[config.mk]
export PLATFORM = sky130hd
export DESIGN_NAME = gsw_status_word
export DESIGN_NICKNAME = d
export VERILOG_FILES = /design/src/rtl/gsw_status_word.v
export VERILOG_INCLUDE_DIRS = /design/src /design/src/rtl
export SDC_FILE = /design/constraint.sdc
export NUM_CORES = 1
export LEC_CHECK = 0
export BUFFER_PORTS_ARGS = -buffer_cell sky130_fd_sc_hd__buf_2
export CAP_MARGIN = 20
export CORE_UTILIZATION = 45
export DETAILED_ROUTE_END_ITERATION = 10
export PLACE_DENSITY = 0.77
export SLEW_MARGIN = 20
export SYNTH_ARGS = -nofsm -noshare
export SYNTH_HDL_FRONTEND = slang
export SYNTH_SLANG_ARGS = --single-unit
[constraint.sdc]
create_clock -name clk_i -period 7.2 [get_ports clk_i]
set_input_delay 0.72 -clock clk_i [delete_from_list [all_inputs] [get_ports clk_i]]
set_output_delay 0.72 -clock clk_i [all_outputs]
set_load 0.02 [all_outputs]
[src/rtl/gsw_defines.vh]
`ifndef GSW_DEFINES_VH
`define GSW_DEFINES_VH
// acyclic parameter indexes
`define GSW_IDX_COMMAND_TRIGGER 16'h0002
`define GSW_IDX_ERROR_TALLY     16'h0020
`define GSW_IDX_HEALTH_SUMMARY  16'h0024
// cyclic input word field positions
`define GSW_POS_MSB        31
`define GSW_POS_LSB        16
`define GSW_SWITCH_MSB     15
`define GSW_SWITCH_LSB     12
`define GSW_BIT_LOST_PART  11
`define GSW_BIT_SERVICE    7
`define GSW_BIT_THERM_WARN 6
`define GSW_BIT_THERM_FLT  5
`define GSW_BIT_FAULT      4
`define GSW_BIT_HOLDING    3
`define GSW_BIT_NO_PART    2
`define GSW_BIT_RELEASED   1
`define GSW_BIT_INACTIVE   0
// temperature thresholds in 1/10 degree C
`define GSW_TEMP_WARN_LO   16'sd0
`define GSW_TEMP_WARN_HI   16'sd600
`define GSW_TEMP_HYST      16'sd20
`define GSW_TEMP_FLT_SET   16'sd700
`define GSW_TEMP_FLT_CLR   16'sd680
// system command codes (arbitrary local encodings)
`define GSW_CMD_SERVICE_ACK 8'ha0
`define GSW_CMD_STORE       8'ha1
// gripping state codes
`define GSW_ST_IDLE     3'h0
`define GSW_ST_RELEASED 3'h1
`define GSW_ST_NO_PART  3'h2
`define GSW_ST_HOLDING  3'h3
`define GSW_ST_ERROR    3'h4
`endif

[src/rtl/gsw_status_word.v]
`timescale 1ns/1ps
`include "gsw_defines.vh"
// Notes on behaviour
// a fresh four-byte input word is presented every cycle
// the word is shifted out most significant byte first
// jaw position, signed, 1/100 mm, in bits 31..16
// each switch flag set while position lies in its range
// lost-part flag set on holding to no-part transition
// lost-part flag cleared on a release command
// master ignores reserved bits 10..9; they read zero
// service-due flag set when the service interval is reached
// service acknowledge command clears the flag and the service counter
// thermal warning set below 0 C or above 60 C
// thermal warning clears only 2 C inside the allowed range
// thermal fault set above 70 C
// thermal fault clears only below 68 C
// fault flag follows the error state
// holding flag shows a part gripped inside the limits
// no-part flag shows jaws at or past the no-part limit
// released flag shows jaws at or past the release limit
// inactive flag set while drive is force-free; grip commands refused
// parameters selected by 16-bit index plus 8-bit subindex; the subindex input is ignored here
// write-only system command at index 0x02 executes its code
// index 0x20 reads a 16-bit error count since start
// store command copies parameters to non-volatile storage
// master with data storage downloads parameters at activation
// holding, no-part and released flags are mutually exclusive
module gsw_status_word #(
	parameter SERVICE_INTERVAL = 32'd1000000
) (
	input  wire        clk_i,
	input  wire        reset_i,
	input  wire [15:0] jaw_position_i,
	input  wire [63:0] switch_center_i,
	input  wire [63:0] switch_width_i,
	input  wire [2:0]  grip_state_i,
	input  wire        drive_enable_i,
	input  wire        grip_command_i,
	input  wire        release_command_i,
	input  wire        grip_cycle_done_i,
	input  wire [15:0] temperature_i,
	input  wire        param_write_i,
	input  wire        param_read_i,
	input  wire [15:0] param_index_i,
	input  wire [7:0]  param_subindex_i,
	input  wire [15:0] param_wdata_i,
	input  wire        frame_start_i,
	output reg  [31:0] cyclic_input_word_o,
	output reg  [7:0]  link_byte_o,
	output reg         link_byte_valid_o,
	output reg  [15:0] param_rdata_o,
	output reg         param_ack_o,
	output reg         param_error_o,
	output wire        grip_allowed_o,
	output reg         store_request_o
);

	// ******************************
	// switch window decode
	// ******************************
	function in_window;
		input signed [15:0] pos;
		input signed [15:0] center;
		input [15:0]        width;
		reg signed [17:0]   half;
		reg signed [17:0]   d;
		begin
			half = {3'h0, width[15:1]};
			d = {{2{pos[15]}}, pos} - {{2{center[15]}}, center};
			in_window = (d >= -half) && (d <= half);
		end
	endfunction

	wire [3:0] switch_hit;
	genvar g;
	generate
		for (g = 0; g < 4; g = g + 1) begin : g_sw
			assign switch_hit[g] = in_window(jaw_position_i, switch_center_i[g*16 +: 16],
				switch_width_i[g*16 +: 16]);
		end
	endgenerate

	// ******************************
	// state and command decode
	// ******************************
	// gripping state compare, shared by the event edges and the word bits
	function state_is;
		input [2:0] state;
		input [2:0] code;
		begin
			state_is = (state == code);
		end
	endfunction

	// a command needs the trigger index and one exact code; other codes are no-ops
	function command_is;
		input        write;
		input [15:0] index;
		input [7:0]  data;
		input [7:0]  code;
		begin
			command_is = write && (index == `GSW_IDX_COMMAND_TRIGGER) && (data == code);
		end
	endfunction

	// ******************************
	// flags
	// ******************************
	// flag and counter state
	reg        lost_part_flag;
	reg        service_due_flag;
	reg        thermal_warning_flag;
	reg        thermal_fault_flag;
	reg [31:0] service_count;
	reg [15:0] error_tally;
	reg [2:0]  prev_state;
	reg        prev_error;

	wire signed [15:0] temp = temperature_i;
	wire cmd_write  = param_write_i && (param_index_i == `GSW_IDX_COMMAND_TRIGGER);
	wire svc_ack    = command_is(param_write_i, param_index_i, param_wdata_i[7:0], `GSW_CMD_SERVICE_ACK);
	wire store_cmd  = command_is(param_write_i, param_index_i, param_wdata_i[7:0], `GSW_CMD_STORE);
	wire lost_event = state_is(prev_state, `GSW_ST_HOLDING) && state_is(grip_state_i, `GSW_ST_NO_PART);
	wire is_error   = state_is(grip_state_i, `GSW_ST_ERROR);

	// grip commands are blocked while the drive is force-free
	assign grip_allowed_o = drive_enable_i && !is_error;

	// part loss is sticky; the loss event wins over a release in the same cycle
	always @(posedge clk_i or posedge reset_i) begin
		if (reset_i) begin
			lost_part_flag <= 1'b0;
		end else if (lost_event) begin
			lost_part_flag <= 1'b1;
		end else if (release_command_i) begin
			lost_part_flag <= 1'b0;
		end
	end

	// state history for the loss and error-entry edges; idle after reset, so no false edge
	always @(posedge clk_i or posedge reset_i) begin
		if (reset_i) begin
			prev_state <= `GSW_ST_IDLE;
			prev_error <= 1'b0;
		end else begin
			prev_state <= grip_state_i;
			prev_error <= is_error;
		end
	end

	// ******************************
	// service and error counters
	// ******************************
	// service counter saturates so an ignored flag never wraps back to clear
	always @(posedge clk_i or posedge reset_i) begin
		if (reset_i) begin
			service_count <= 32'h0;
		end else if (svc_ack) begin
			service_count <= 32'h0;
		end else if (grip_cycle_done_i && service_count != 32'hffffffff) begin
			service_count <= service_count + 32'h1;
		end
	end

	// the due condition is a level on the counter, so an acknowledge that also
	// zeroes the counter must win here, or the acknowledge would be lost
	always @(posedge clk_i or posedge reset_i) begin
		if (reset_i) begin
			service_due_flag <= 1'b0;
		end else if (svc_ack) begin
			service_due_flag <= 1'b0;
		end else if (service_count >= SERVICE_INTERVAL) begin
			service_due_flag <= 1'b1;
		end
	end

	// errors counted on entry to the error state; saturates instead of wrapping
	always @(posedge clk_i or posedge reset_i) begin
		if (reset_i) begin
			error_tally <= 16'h0;
		end else if (is_error && !prev_error && error_tally != 16'hffff) begin
			error_tally <= error_tally + 16'h1;
		end
	end

	// ******************************
	// thermal flags
	// ******************************
	// warning band edges pulled in by the hysteresis margin; tenths of a degree
	always @(posedge clk_i or posedge reset_i) begin
		if (reset_i) begin
			thermal_warning_flag <= 1'b0;
		end else if (temp < `GSW_TEMP_WARN_LO || temp > `GSW_TEMP_WARN_HI) begin
			thermal_warning_flag <= 1'b1;
		end else if (temp >= `GSW_TEMP_WARN_LO + `GSW_TEMP_HYST &&
			temp <= `GSW_TEMP_WARN_HI - `GSW_TEMP_HYST) begin
			thermal_warning_flag <= 1'b0;
		end
	end

	// fault set and clear points two degrees apart keep it from chattering
	always @(posedge clk_i or posedge reset_i) begin
		if (reset_i) begin
			thermal_fault_flag <= 1'b0;
		end else if (temp > `GSW_TEMP_FLT_SET) begin
			thermal_fault_flag <= 1'b1;
		end else if (temp < `GSW_TEMP_FLT_CLR) begin
			thermal_fault_flag <= 1'b0;
		end
	end

	// ******************************
	// cyclic word assembly
	// ******************************
	// reserved bits stay zero through the default assignment
	reg [31:0] next_word;
	always @* begin
		next_word = 32'h0;
		next_word[`GSW_POS_MSB:`GSW_POS_LSB] = jaw_position_i;
		next_word[`GSW_SWITCH_MSB:`GSW_SWITCH_LSB] = switch_hit;
		next_word[`GSW_BIT_LOST_PART] = lost_part_flag;
		next_word[`GSW_BIT_SERVICE] = service_due_flag;
		next_word[`GSW_BIT_THERM_WARN] = thermal_warning_flag;
		next_word[`GSW_BIT_THERM_FLT] = thermal_fault_flag;
		next_word[`GSW_BIT_FAULT] = is_error;
		// one-hot decode of the state keeps these exclusive
		next_word[`GSW_BIT_HOLDING] = state_is(grip_state_i, `GSW_ST_HOLDING);
		next_word[`GSW_BIT_NO_PART] = state_is(grip_state_i, `GSW_ST_NO_PART);
		next_word[`GSW_BIT_RELEASED] = state_is(grip_state_i, `GSW_ST_RELEASED);
		next_word[`GSW_BIT_INACTIVE] = !drive_enable_i;
	end

	// whole word registered every clock for the cyclic exchange
	always @(posedge clk_i or posedge reset_i) begin
		if (reset_i) begin
			cyclic_input_word_o <= 32'h0;
		end else begin
			cyclic_input_word_o <= next_word;
		end
	end

	// serialiser latches a private copy at frame start, so a refresh in mid-frame
	// cannot tear the bytes already promised to the master
	reg [31:0] shift_word;
	reg [2:0]  byte_left;
	always @(posedge clk_i or posedge reset_i) begin
		if (reset_i) begin
			shift_word <= 32'h0;
			byte_left <= 3'h0;
			link_byte_o <= 8'h0;
			link_byte_valid_o <= 1'b0;
		end else begin
			// a new start restarts the frame from the top byte
			if (frame_start_i) begin
				link_byte_o <= next_word[31:24];
				shift_word <= {next_word[23:0], 8'h0};
				byte_left <= 3'h3;
				link_byte_valid_o <= 1'b1;
			end else if (byte_left != 3'h0) begin
				link_byte_o <= shift_word[31:24];
				shift_word <= {shift_word[23:0], 8'h0};
				byte_left <= byte_left - 3'h1;
				link_byte_valid_o <= 1'b1;
			end else begin
				link_byte_valid_o <= 1'b0;
			end
		end
	end

	// ******************************
	// acyclic parameter access
	// ******************************
	// health ranks the worst active condition; warning and service share a level
	wire [7:0] health = is_error ? 8'h4 : (thermal_fault_flag ? 8'h3 :
		((thermal_warning_flag || service_due_flag) ? 8'h2 : 8'h0));

	always @(posedge clk_i or posedge reset_i) begin
		if (reset_i) begin
			param_rdata_o <= 16'h0;
			param_ack_o <= 1'b0;
			param_error_o <= 1'b0;
			store_request_o <= 1'b0;
		end else begin
			// every access is acknowledged, refused or not, so the master never waits
			param_ack_o <= param_write_i || param_read_i;
			param_error_o <= 1'b0;
			store_request_o <= store_cmd;
			if (param_write_i && !cmd_write)
				param_error_o <= 1'b1;
			if (param_read_i) begin
				case (param_index_i)
					`GSW_IDX_ERROR_TALLY: param_rdata_o <= error_tally;
					`GSW_IDX_HEALTH_SUMMARY: param_rdata_o <= {8'h0, health};
					default: begin
						// command index is write-only; reads are refused
						param_rdata_o <= 16'h0;
						param_error_o <= 1'b1;
					end
				endcase
			end
		end
	end

endmodule // gsw_status_word

==> results of run 1 <==
## per-stage QoR
step | instances | total power [mW] | worst slack [ps] | hold slack, ps
finish | 2181 | 2.84 | 2540 | 356
global route | 2180 | 3.03 | 2230 | 396
CTS | 2180 | 2.85 | 2610 | 363
detailed placement | 2148 | 1.95 | 2180 | 403
global placement | 2148 | 1.92 | 2260 | 384
floorplan | 1538 | 1.65 | 2760 | 374
## layout make-up
class	instances	area (sq um)	share of cell area (%)
Multi-Input combinational cell	1201	8720	57.3
Antenna cell	1	2.50	0.0164
Sequential cell	139	3480	22.9
Inverter	178	673	4.42
Clock buffer	17	425	2.79
Clock inverter	15	176	1.16
Timing Repair Buffer	252	1270	8.38
Tap cell	378	473	3.11
## layer usage
layer  share of wire (%)  routed length (um)
met1                  44               15800
met2                  47               16900
met3                 5.6                1980
met4                 2.5                 906
met5               0.028                  10
## worst max-delay path, cell delays in order
cell and delay (ps):
sky130_fd_sc_hd__buf_2 270, sky130_fd_sc_hd__inv_1 320, sky130_fd_sc_hd__fa_1 540, sky130_fd_sc_hd__nor2b_1 160
sky130_fd_sc_hd__o31a_1 190, sky130_fd_sc_hd__o21ai_0 150, sky130_fd_sc_hd__o31ai_1 490, sky130_fd_sc_hd__nand4_1 180
sky130_fd_sc_hd__a41o_1 280, sky130_fd_sc_hd__ha_1 310, sky130_fd_sc_hd__or3b_2 460, sky130_fd_sc_hd__a2111oi_0 400
sky130_fd_sc_hd__a21oi_1 170, sky130_fd_sc_hd__o2111ai_1 220, sky130_fd_sc_hd__o211ai_1 110
## power groups by stage
stage | registers (mW) | logic, mW | clock network (mW)
after detailed placement | 0.917 | 1.04 | 0
after CTS | 0.902 | 1.04 | 0.904
final | 0.904 | 1.05 | 0.886
after global routing | 0.912 | 1.19 | 0.937
after global placement | 0.914 | 1.00 | 0
after floorplan | 0.929 | 0.718 | 0
## registers in the layout, indices dropped and copies added, names as in the netlist
signal / count
param_rdata_o: 16
service_count: 32
param_error_o: 1
store_request_o: 1
service_due_flag: 1
cyclic_input_word_o: 29
link_byte_valid_o: 1
byte_left: 3
prev_state: 3
shift_word: 24
thermal_fault_flag: 1
lost_part_flag: 1
param_ack_o: 1
thermal_warning_flag: 1
link_byte_o: 8
error_tally: 16
## cell families after synthesis
family,count (synthesis),synth area share (%)
simple gates,501,19.6
compound gates,332,16.5
fa+ha+maj,202,19.7
buf+inv,198,5.89
flops,139,26.9
xor+xnor,134,9.06
mux,29,2.29
other cells,1,0.0290
## final timing paths
kind,endpoint,slack [ps],depth (start not counted)
setup / recovery,shift_word[22],2540,15
hold / removal,service_count[25],360,2
setup reg to reg,shift_word[9],4870,5
hold reg to reg,cyclic_input_word_o[11],420,0
max in group asynchronous,cyclic_input_word_o[17],5740,3
min in group clk_i,cyclic_input_word_o[11],420,0
## cells in the final DEF (no fill, tap or decap), types with 24 or more instances in the layout
cell type,instances
sky130_fd_sc_hd__nor3_1,41
sky130_fd_sc_hd__o21ai_0,98
sky130_fd_sc_hd__nor2_1,123
sky130_fd_sc_hd__dfrtp_1,139
sky130_fd_sc_hd__a21o_1,30
sky130_fd_sc_hd__a21oi_1,79
sky130_fd_sc_hd__ha_1,196
sky130_fd_sc_hd__xor2_1,38
sky130_fd_sc_hd__xnor2_1,96
sky130_fd_sc_hd__nand2_1,117
sky130_fd_sc_hd__nand3_1,51
sky130_fd_sc_hd__mux2i_1,24
sky130_fd_sc_hd__buf_2,248
sky130_fd_sc_hd__inv_1,176
sky130_fd_sc_hd__nand4_1,38
==> impl_summary.md, run 1 <==
Timing
Based on the critical path, the design can be clocked at up to 214 MHz. The measured slew at the worst slew-check pin is 886 ps. In the final timing run, aggregate negative setup slack is 0 ps.

The worst setup skew after layout is 13.6 ps. Headroom to the max-slew limit came out at 40.9%. Subtracting the final worst setup slack from the clock period gives 4660 ps.

The number of pins exceeding their max-slew limit in the final report was 0. The final clock period utilization by the worst path is 64.8%. The final hold violation count was 0. The number of failing setup endpoints in the final timing report is 0. Setup repair after global routing left no endpoint under its margin.

GRT
In the global route stage, met3 resource usage came out at 5.02%. In the global route stage, met2 resource usage came out at 42.0%. The number of global-route vias before repair came to 11,600. In the global route stage, met1 resource usage came out at 30.5%. The layer flagged by global routing as most heavily used is met2.

Entering global routing, the biggest net connects 78 pins. In the global route stage, overall resource usage came out at 24.6%. The initial antenna violation count came to 2. The total congestion overflow is 0. The wire length of the first global-routing pass is 56,500 um.

Drt
The first-iteration detailed-routing DRC count is 732. The wire length reported by the detailed router is 35,600 um. The antenna violation net count after detailed routing is 0. The routed layout has 12,000 vias. The number of detailed-routing iterations run before antenna repair is 4. After detailed routing, the average wire length per cell comes to 16.3 um.

The detailed-route DRC error count is 0. The ratio of routed vias to standard cells is 5.50.

Power and ir drop
The net switching power is 1.08 mW. Net switching is 38.0% of the power. The relative contribution of the clock network to total power is 31.2%. For this design the static power due to leakage is 7.56 nW. The internal power is 1.76 mW. The power density over the cells is 186 nW/um^2.

Combinational cells account for 36.9% of the total power. Registers are responsible for 31.9% of the overall power. The worst-case IR drop observed on VDD is 0.150 mV.

Cells and area
The net count of the finished layout is 2,202. The count of filler cells inserted in the layout is 2,536. The area growth from synthesis to layout is 17.5%. In the final layout, the share of cells above drive strength 1 is 17.8%.

For this run, the share of the core covered by cells in the final layout is 54.3%. The cell area after layout is 15,200 sq um.

Placed design
At the end of routability-driven placement, the weighted congestion stood at 0.966. After legalization and detailed placement, the total HPWL measured 28,200 um. Buffers placed on the I/O ports in this run total 248.

The placed instances occupy a cell area of 14,600 sq um.

CTS
The CTS tree is done. Buffers inserted to repair hold after CTS numbered 0. Clock-pin slew was measured on the worst setup and hold paths at 70 ps. Gates resized during post-CTS repair numbered 0. The setup fix buffers added after clock tree synthesis is 0. Counting along the longest clock path gives a buffer depth of 2. CTS placed an instance of sky130_fd_sc_hd__clkbuf_16 at the clock tree root.

The number of clock sinks is 139. Counting the buffers created by CTS gives 17. The H-tree was split into 4 levels. The clock reaches the later pin of the worst-skew pair after 430 ps.

Die
The die outline area is 29,500 sq um. The core region is 28,000 sq um. In this run the count of I/O pins placed on the die edge is 273.

The y dimension of the die is 172 um. The initial utilization of the core area, before any placement, comes to 46.2%. The die is 172 um wide. Row generation in the floorplan step produced 61 rows.

Yosys
In the post-synthesis netlist, the cell with the most instances is sky130_fd_sc_hd__ha_1. Yosys printed 0 warnings. The synthesized netlist occupies a cell area of 12,900 sq um. Of the post-synthesis cell area, the dominant cell type holds 26.9%.

The top flip-flop cell by instance count after synthesis is sky130_fd_sc_hd__dfrtp_1. The average footprint of a synthesized cell is 8.43 sq um. The cell type with the highest aggregate area in the netlist is sky130_fd_sc_hd__dfrtp_1. For this run, the register share of the synthesized area comes to 26.9%.

By count the netlist is led by sky130_fd_sc_hd__ha_1, sky130_fd_sc_hd__inv_1, sky130_fd_sc_hd__dfrtp_1. Synthesis instantiated 80 different standard cells from the library. In the synthesized netlist, the number of instances is 1,536.

Of all flip-flops after synthesis, the portion carrying an async set or reset was 100%. Ranked by total cell area, the synthesized netlist is headed by sky130_fd_sc_hd__dfrtp_1, sky130_fd_sc_hd__ha_1, sky130_fd_sc_hd__xnor2_1, sky130_fd_sc_hd__inv_1, sky130_fd_sc_hd__o21ai_0. The synthesis-stage register bit count is 139. Yosys mapped a number of flops with a built-in enable equal to 0.

Hold path
The tightest min-delay check is of the in2async type.

Worst setup path
In this run the worst setup path begins at jaw_position_i[1]. The type of the worst setup path is in2reg. The launching point of the worst reg2reg path is byte_left[0]. Of all nets on the critical path, the largest fanout is 7. The worst setup path is launched from an input pin.

For the worst setup path, the data arrival time is 4970 ps. The worst setup path is captured at a flip-flop. The required time of the critical path is 7510 ps.

Flow run
The tool flagged a number of max-cap violations equal to 0.

Status
The run finished with clean final reports.
Note: power is estimated with default switching activity, not from simulation.
==> run 2, diff against run 1 <==
- ABC_AREA: default -> 1
- PLACE_DENSITY: 0.77 -> 0.76
- clock period: 7.2 -> 4.7 ns (I/O delays scaled with it)
==> run 2 against run 1 <==
Effect of this change:
- power up 57%
- routed wire length up 9.6%
- sequential share of layout area down 1.2 points
- critical endpoint is now shift_word[20]
- critical path depth up 6
- synthesized cell count up 27%
- count of clock-buffer cells in the layout up 1
- worst setup slack worse by 1300 ps
- clock power up 53%
- via count up 14%
- flip-flop and latch count unchanged
- combinational power up 63%
- critical path type unchanged
==> impl_summary.md, run 2 <==
Yosys
The leading cell type by number of instances after synthesis is sky130_fd_sc_hd__nand2_1. The average footprint of a synthesized cell is 7.08 sq um. After synthesis, the cell types taking the most area are sky130_fd_sc_hd__dfrtp_1, sky130_fd_sc_hd__ha_1, sky130_fd_sc_hd__nand2_1, sky130_fd_sc_hd__inv_1, sky130_fd_sc_hd__xor2_1. The post-synthesis cell count is 1,953.

Of the synthesized area, sequential elements account for 25.2%. The cell area after synthesis is 13,800 sq um. The proportion of netlist area held by the largest area contributor is 25.2%. The commonest cells after synthesis are sky130_fd_sc_hd__nand2_1, sky130_fd_sc_hd__inv_1, sky130_fd_sc_hd__ha_1. Counting flops with an async set or reset pin after synthesis yields a share of 100%.

The top flip-flop cell by instance count after synthesis is sky130_fd_sc_hd__dfrtp_1. sky130_fd_sc_hd__dfrtp_1 takes more of the synthesized area than any other cell. The Yosys step of the flow raised 0 warnings.

In this run, synthesis produced a sequential element count of 139. The number of distinct library cells after synthesis is 61. Counting flops with a built-in enable in the synthesized netlist gives 0.

Hold path
The hold-critical path endpoint is cyclic_input_word_o[16]. The startpoint identified for the worst hold timing path is jaw_position_i[0]. The type of the worst min-delay path is in2reg.

The worst hold path cell count is 1.

Cells and area
The library cell used most frequently in the layout, excluding fill and tap cells, is sky130_fd_sc_hd__nand2_1. The register with the most flip-flops is service_count. In the layout the commonest cells are sky130_fd_sc_hd__nand2_1, sky130_fd_sc_hd__inv_1, sky130_fd_sc_hd__buf_2. The largest registers in the layout are service_count (32), cyclic_input_word_o (29), shift_word (24). The share of cells above drive strength 1 is 15.0%.

Summing all flip-flop and latch instances after layout gives 3480 sq um. Counting the fill cells in the layout gives 2,888. The count of nets after finishing is 2,620. The number of flip-flops under the largest register name is 32. The final core area utilization is 53.7%. In the final layout, the multi-input gates occupy 8940 sq um.

The area growth from synthesis to layout is 16.4%. The cell area after layout is 16,100 sq um. The finished layout holds 2,611 standard cells, fillers aside.

Timing
Across the routed clock network, the largest skew measured is 7.84 ps. Setup violations remaining at the end of the flow were counted as 0. The final critical path takes up 74.6% of the cycle. The final hold violation count is 0. For this run, the top clock speed supported by timing is 285 MHz. The final setup TNS is 0 ps. At the pin with the least slew margin, the transition time is 972 ps. Setup repair after global routing left no endpoint under its margin. The worst hold-check slack is 158 ps. Headroom to the max-slew limit came out at 35.2%. The smallest setup slack after layout is 1200 ps. The time the final worst path needs with I/O delays and setup is 3500 ps. The number of pins exceeding their max-slew limit in the final report is 0.

Die
Once the floorplan was initialized, standard cells occupied 46.1% of the core. The die outline area is 31,400 sq um. The y dimension of the die is 177 um. During I/O placement, the number of pins put on the boundary was 273. The total area inside the core boundary comes to 30,000 sq um. The number of cell rows is 63. The floorplan step set the die width to 177 um.

Power and ir drop
For this design the static power due to leakage is 8.98 nW. Power spread over the standard cell area amounts to 277 nW/um^2. The overall power is 4.46 mW.

The maximum resistive drop on vdd is 0.249 mV.

Drt
After the first detailed-routing iteration, the DRC count stood at 696. The total vias in the final route is 13,700. Summed over all layers, the routed wires come to 39,000 um.

Before antenna repair, the detailed router went through 5 iterations. The detail route stage leaves a number of antenna-violating nets equal to 0. Dividing the detail-routed via count by the number of cells gives 5.25. The routed length per instance is 14.9 um. The detailed-route DRC error count is 0.

Worst setup path
The highest fanout seen on the critical path is 6. The launching point of the worst reg2reg path is byte_left[0]. The signal on the critical path passes through buf_2 -> inv_1 -> fa_1 -> inv_1 -> nand3_1 -> nand2_1 -> nand2_1 -> nand2_1 -> a21oi_1 -> o21ai_0 -> a31oi_1 -> xnor2_1 -> ha_1 -> nand2_1 -> nor4_1 -> nand3_1 -> nand2_1 -> nand2_1 -> nand2_1 -> nand3_1 -> nand2_1. The slowest stage of the critical path is the sky130_fd_sc_hd__fa_1 cell. The required time of the critical path is 5070 ps. STA puts the critical path data arrival time at 3870 ps. The type of element launching the critical path is an input pin. The logic depth of the worst register-to-register path is 8. The worst register-to-register path has a setup slack of 2370 ps.

The critical path's largest stage delay is 520 ps. The most numerous cell type found on the critical path is sky130_fd_sc_hd__nand2_1. The endpoint class of the critical path is a flip-flop.

The critical path in this run is classified as in2reg. The capture point of the worst reg-to-reg path is shift_word[22].

GRT
The first global-routing pass estimated 62,700 um of wire. The initial antenna violation count is 6. The global-route total usage across every layer is 25.2%. The total congestion overflow is 0. The number of global-route vias before repair was 13,300.

The pin count of the biggest net entering global routing is 108.

CTS
The number of buffers on the longest clock path is 2. Gates resized during post-CTS repair numbered 0. The later pin in the worst-skew pair is clocked with a latency of 430 ps. Clock tree synthesis found a total of 139 sinks.

The register clock-pin slew on the reported worst setup and hold paths is 60 ps. The number of hold buffers added after CTS is 0. TritonCTS built the clock tree. The clock tree root buffer cell is sky130_fd_sc_hd__clkbuf_16. In this run the post-CTS setup repair buffer count came out at 0.

The CTS H-tree depth is 4. In this run, CTS created clock tree buffers numbering 17.

Placed design
Once placement completed, the tool counted placed cells totaling 2,578. The instance area after placement is 15,500 sq um. The routability congestion estimate from global placement is 0.942. The worst slack at placement is 741 ps. Detailed placement finished with a half-perimeter wire length of 31,200 um. The count of buffers added on input and output ports is 248.

Status
The run finished with clean final reports.

Flow run
The tool flagged a number of max-cap violations equal to 0.
## run 2: worst max path at each step
stage / to / from / cells after the start
after detailed placement: shift_word[20] / jaw_position_i[1] / 21
after global placement: shift_word[22] / jaw_position_i[1] / 23
after CTS: shift_word[20] / jaw_position_i[1] / 21
after global routing: shift_word[20] / jaw_position_i[1] / 21
final: shift_word[20] / jaw_position_i[1] / 21
after floorplan: byte_left[0] / reset_i / 1
## run 2: critical path, delay by kind of cell
family	cells	cell delay [ps]
AND/OR/NAND/NOR	12	1270
XOR/XNOR	1	180
AO/OA/AOI/OAI	3	530
adder cells (fa/ha/maj)	2	830
buffers and inverters	3	560
## run 2: kinds of logic after synthesis
kind of cell / after synthesis / synth area share (%)
AND/OR/NAND/NOR: 870 / 27.8
buffers and inverters: 368 / 10.2
AO/OA/AOI/OAI: 259 / 11.1
adder cells (fa/ha/maj): 201 / 18.4
flip-flops: 139 / 25.2
XOR/XNOR: 115 / 7.29
other: 1 / 0.0271
## run 2: layout make-up
cell class	instances	area share, %
Inverter	350	8.20
Sequential cell	139	21.6
Multi-Input combinational cell	1448	55.6
Antenna cell	1	0.0156
Timing Repair Buffer	251	7.86
Clock buffer	18	2.67
Tap cell	390	3.03
Clock inverter	14	1.03
## run 2: where the power goes
part	switching (mW)	leakage, nW	internal [mW]
logic	1.07	7.01	0.645
registers	0.0805	1.70	1.31
clock network	0.564	0.280	0.791
total	1.71	8.98	2.75
## run 2: routing by layer
metal	wire, um	part of all wire, %	track usage, %	vias to the layer above
met5	61	0.16	0	-
met4	1100	2.8	8.44	10
met3	2930	7.5	5.35	88
met2	18600	48	44.7	470
met1	16300	42	30.0	6285
li1	-	-	-	6852
==> run 3, diff against run 2 <==
- clock period: 4.7 -> 3.6 ns (I/O delays scaled with it)
==> run 3 against run 2 <==
Effect of this change:
- flip-flop and latch count stayed put
- power is 29% higher
- global-route usage is 0.35 points lower
- die area stayed put
- non-clock buffer count is 10 higher
- core utilization is 0.18 points higher
- hold slack worse by 120 ps
- worst setup slack worse by 770 ps
- sequential power is 31% higher
- first-iteration DRC count is 1.9% lower
- critical endpoint unchanged
- largest power group unchanged
==> impl_summary.md, run 3 (synthesis results as in run 2) <==
Status
The run finished with clean final reports.

CTS
Clock tree synthesis selected as its root buffer the cell sky130_fd_sc_hd__clkbuf_16. In this run the number of H-tree levels came out at 4. The CTS tree is done. After clock tree synthesis, the clock-pin slew on the worst setup and hold paths is 60 ps. The later pin in the worst-skew pair is clocked with a latency of 440 ps. The number of clock buffers added by TritonCTS is 17.

Gates resized during post-CTS repair numbered 0. The clock drives 139 sinks. Once the clock tree was built, the setup fixing pass inserted 0 buffers.

The number of buffers on the longest clock path is 2. After clock tree synthesis, the flow added hold-fix buffers numbering 0.

GRT
The first global-routing pass estimated 61,500 um of wire. In the global route stage, overall resource usage came out at 24.9%. The met2 track demand over resource in global routing is 43.3%. The initial antenna violation count is 6.

Entering global routing, the biggest net connects 140 pins. The layer flagged by global routing as most heavily used is met2. The met3 usage is 5.33%. The total congestion overflow is 0. The number of global-route vias before repair is 13,100. Global routing used 29.8% of the available met1 tracks.

Drt
The first TritonRoute pass finished after 5 iterations. The routed length per instance is 14.7 um. For this block, the initial DRC count from the detailed router was 683.

The wire length reported by the detailed router is 38,600 um. The antenna violation net count after detailed routing is 0. After detailed routing, the number of remaining DRC violations is 0. The ratio of routed vias to standard cells is 5.18. The routed layout has 13,600 vias.

Power and ir drop
Across the VDD grid, the largest voltage drop is 0.314 mV. In this run, flip-flops and latches consume 31.7% of the power. In this run the power density over the cells is 356 nW/um^2.

The internal power of the cells totals 3.53 mW. The relative contribution of the clock network to total power is 29.6%. For this design the static power due to leakage is 9.02 nW. The share of power burned in combinational logic is 38.7%.

In this run the power spent charging and discharging nets is 2.21 mW. Of the total power, the share spent switching nets is 38.5%.

Timing
The final hold violation count is 0. Setup repair after global routing left no endpoint under its margin. At the pin with the least slew margin, the transition time is 792 ps. The tightest hold path in the finished design has a slack of 40.6 ps.

Across the routed clock network, the largest skew measured is 11.9 ps. The worst slew margin relative to its limit is 47.0%. The achievable frequency is 315 MHz. The number of pins exceeding their max-slew limit in the final report came to 0. The worst path uses 88.1% of the clock period. The number of failing setup endpoints in the final timing report is 0. The smallest setup slack after layout is 428 ps. Counting I/O delays and the setup requirement, the final critical path takes 3170 ps.

Placed design
The count of buffers from port buffering is 248. The routability congestion estimate from global placement is 0.940. The worst slack at placement is -30.4 ps. The total half-perimeter wirelength after legalization and detailed placement is 30,800 um.

Worst setup path
The required time of the critical path is 3970 ps. The number of cells on the worst reg-to-reg path is 8. The signal arrival time at the worst endpoint is 3540 ps.

The endpoint class of the critical path is a flip-flop. The worst register-to-register path begins at byte_left[0]. In this run the register-to-register setup slack is 1130 ps.

The worst setup path is of the in2reg kind. The critical path starts at jaw_position_i[0]. The worst setup path is launched from an input pin. The highest fanout seen on the critical path is 5. The endpoint identified for the worst register-to-register timing path is shift_word[22].

Cells and area
Counting flops per register, the top entry is service_count. The largest registers in the layout are service_count (32), cyclic_input_word_o (29), shift_word (24). The filler cells instantiated in the layout total 2,838. The count of nets after finishing is 2,630. In the layout the commonest cells are sky130_fd_sc_hd__nand2_1, sky130_fd_sc_hd__inv_1, sky130_fd_sc_hd__buf_2.

The share of cells above drive strength 1 is 15.4%. From synthesis to final layout, the design area changed by 16.8%. The library cell used most frequently in the layout, excluding fill and tap cells, is sky130_fd_sc_hd__nand2_1.

For this run, the share of the core covered by cells in the final layout is 53.9%. The register with the most flip-flops in the layout has 32 of them.

Hold path
The startpoint of the most critical hold path is jaw_position_i[0]. In this run the worst hold path is classified as in2reg. The worst hold path cell count is 1. The path with the worst hold slack has its endpoint at cyclic_input_word_o[16].

Die
During I/O placement, the number of pins put on the boundary was 273. The die covers 31,400 sq um. In this run the vertical extent of the chip is 177 um.

The total core area is 30,000 sq um. The die outline width is 177 um. The initial cell density of the core is 46.1%. The number of cell rows is 63.

Flow run
Max-cap violations in this run came to 0.
[run 3: cell count changes in the layout (fill, tap and decap cells not counted)]
cell / delta
sky130_fd_sc_hd__buf_4: +9
sky130_fd_sc_hd__clkinv_2: +3
sky130_fd_sc_hd__clkinv_4: -3
sky130_fd_sc_hd__diode_2: +3
sky130_fd_sc_hd__buf_12: +1
sky130_fd_sc_hd__bufinv_16: -1
sky130_fd_sc_hd__clkbuf_1: -1
sky130_fd_sc_hd__clkbuf_8: +1
sky130_fd_sc_hd__clkinv_8: -1
sky130_fd_sc_hd__clkinvlp_4: +1
[run 3: worst max path at each step]
stage,endpoint,cells past startpoint
after global placement,shift_word[20],22
after floorplan,cyclic_input_word_o[14],22
after global routing,shift_word[20],22
after CTS,shift_word[20],22
after detailed placement,shift_word[20],22
final,shift_word[20],22
[run 3: routing by layer]
layer / wire length [um] / vias to the layer above / part of all wire [%]
li1: - / 6886 / -
met1: 16500 / 6175 / 43
met2: 18200 / 451 / 47
met3: 2670 / 82 / 6.9
met4: 1250 / 4 / 3.2
met5: 26 / - / 0.067
[run 3: final cells by class]
class | count | area, sq um | area share (%)
timing repair buffer | 261 | 1350 | 8.37
inverter | 350 | 1320 | 8.16
multi-input combinational | 1448 | 8940 | 55.4
clock buffer | 18 | 439 | 2.72
tap | 390 | 488 | 3.02
sequential | 139 | 3480 | 21.6
clock inverter | 13 | 116 | 0.721
antenna | 4 | 10.0 | 0.0620
[run 3: critical path, stage by stage]
cell and delay, ps:
sky130_fd_sc_hd__buf_2 90, sky130_fd_sc_hd__inv_1 170, sky130_fd_sc_hd__ha_1 290, sky130_fd_sc_hd__fa_1 410, sky130_fd_sc_hd__inv_1 70, sky130_fd_sc_hd__nand3_1 60, sky130_fd_sc_hd__nand2_1 90, sky130_fd_sc_hd__nand2_1 50
sky130_fd_sc_hd__nand2_1 80, sky130_fd_sc_hd__a21oi_1 100, sky130_fd_sc_hd__o21ai_0 280, sky130_fd_sc_hd__a31oi_1 150, sky130_fd_sc_hd__xnor2_1 170, sky130_fd_sc_hd__ha_1 310, sky130_fd_sc_hd__nand2_1 70, sky130_fd_sc_hd__nor4_1 280
sky130_fd_sc_hd__nand3_1 110, sky130_fd_sc_hd__nand2_1 90, sky130_fd_sc_hd__nand2_1 50, sky130_fd_sc_hd__nand2_1 70, sky130_fd_sc_hd__nand3_1 100, sky130_fd_sc_hd__nand2_1 80
[run 3: through the flow]
step / setup TNS, ps / total power, mW / instance area, sq um / std cells
2_1_floorplan: 0 / 3.40 / 13800 / 1955
3_3_place_gp: 0 / 3.98 / 15600 / 2588
3_5_place_dp: -30.4 / 4.06 / 15600 / 2588
4_1_cts: 0 / 5.77 / 16100 / 2619
5_1_grt: 0 / 6.17 / 16100 / 2620
6_report: 0 / 5.75 / 16100 / 2623
[run 3: power by group through the flow]
stage | combinational, mW | clock [mW] | sequential, mW
after floorplan | 1.54 | 0 | 1.87
after global placement | 2.14 | 0 | 1.84
after detailed placement | 2.21 | 0 | 1.85
after CTS | 2.23 | 1.72 | 1.82
after global routing | 2.55 | 1.78 | 1.84
final | 2.23 | 1.70 | 1.82
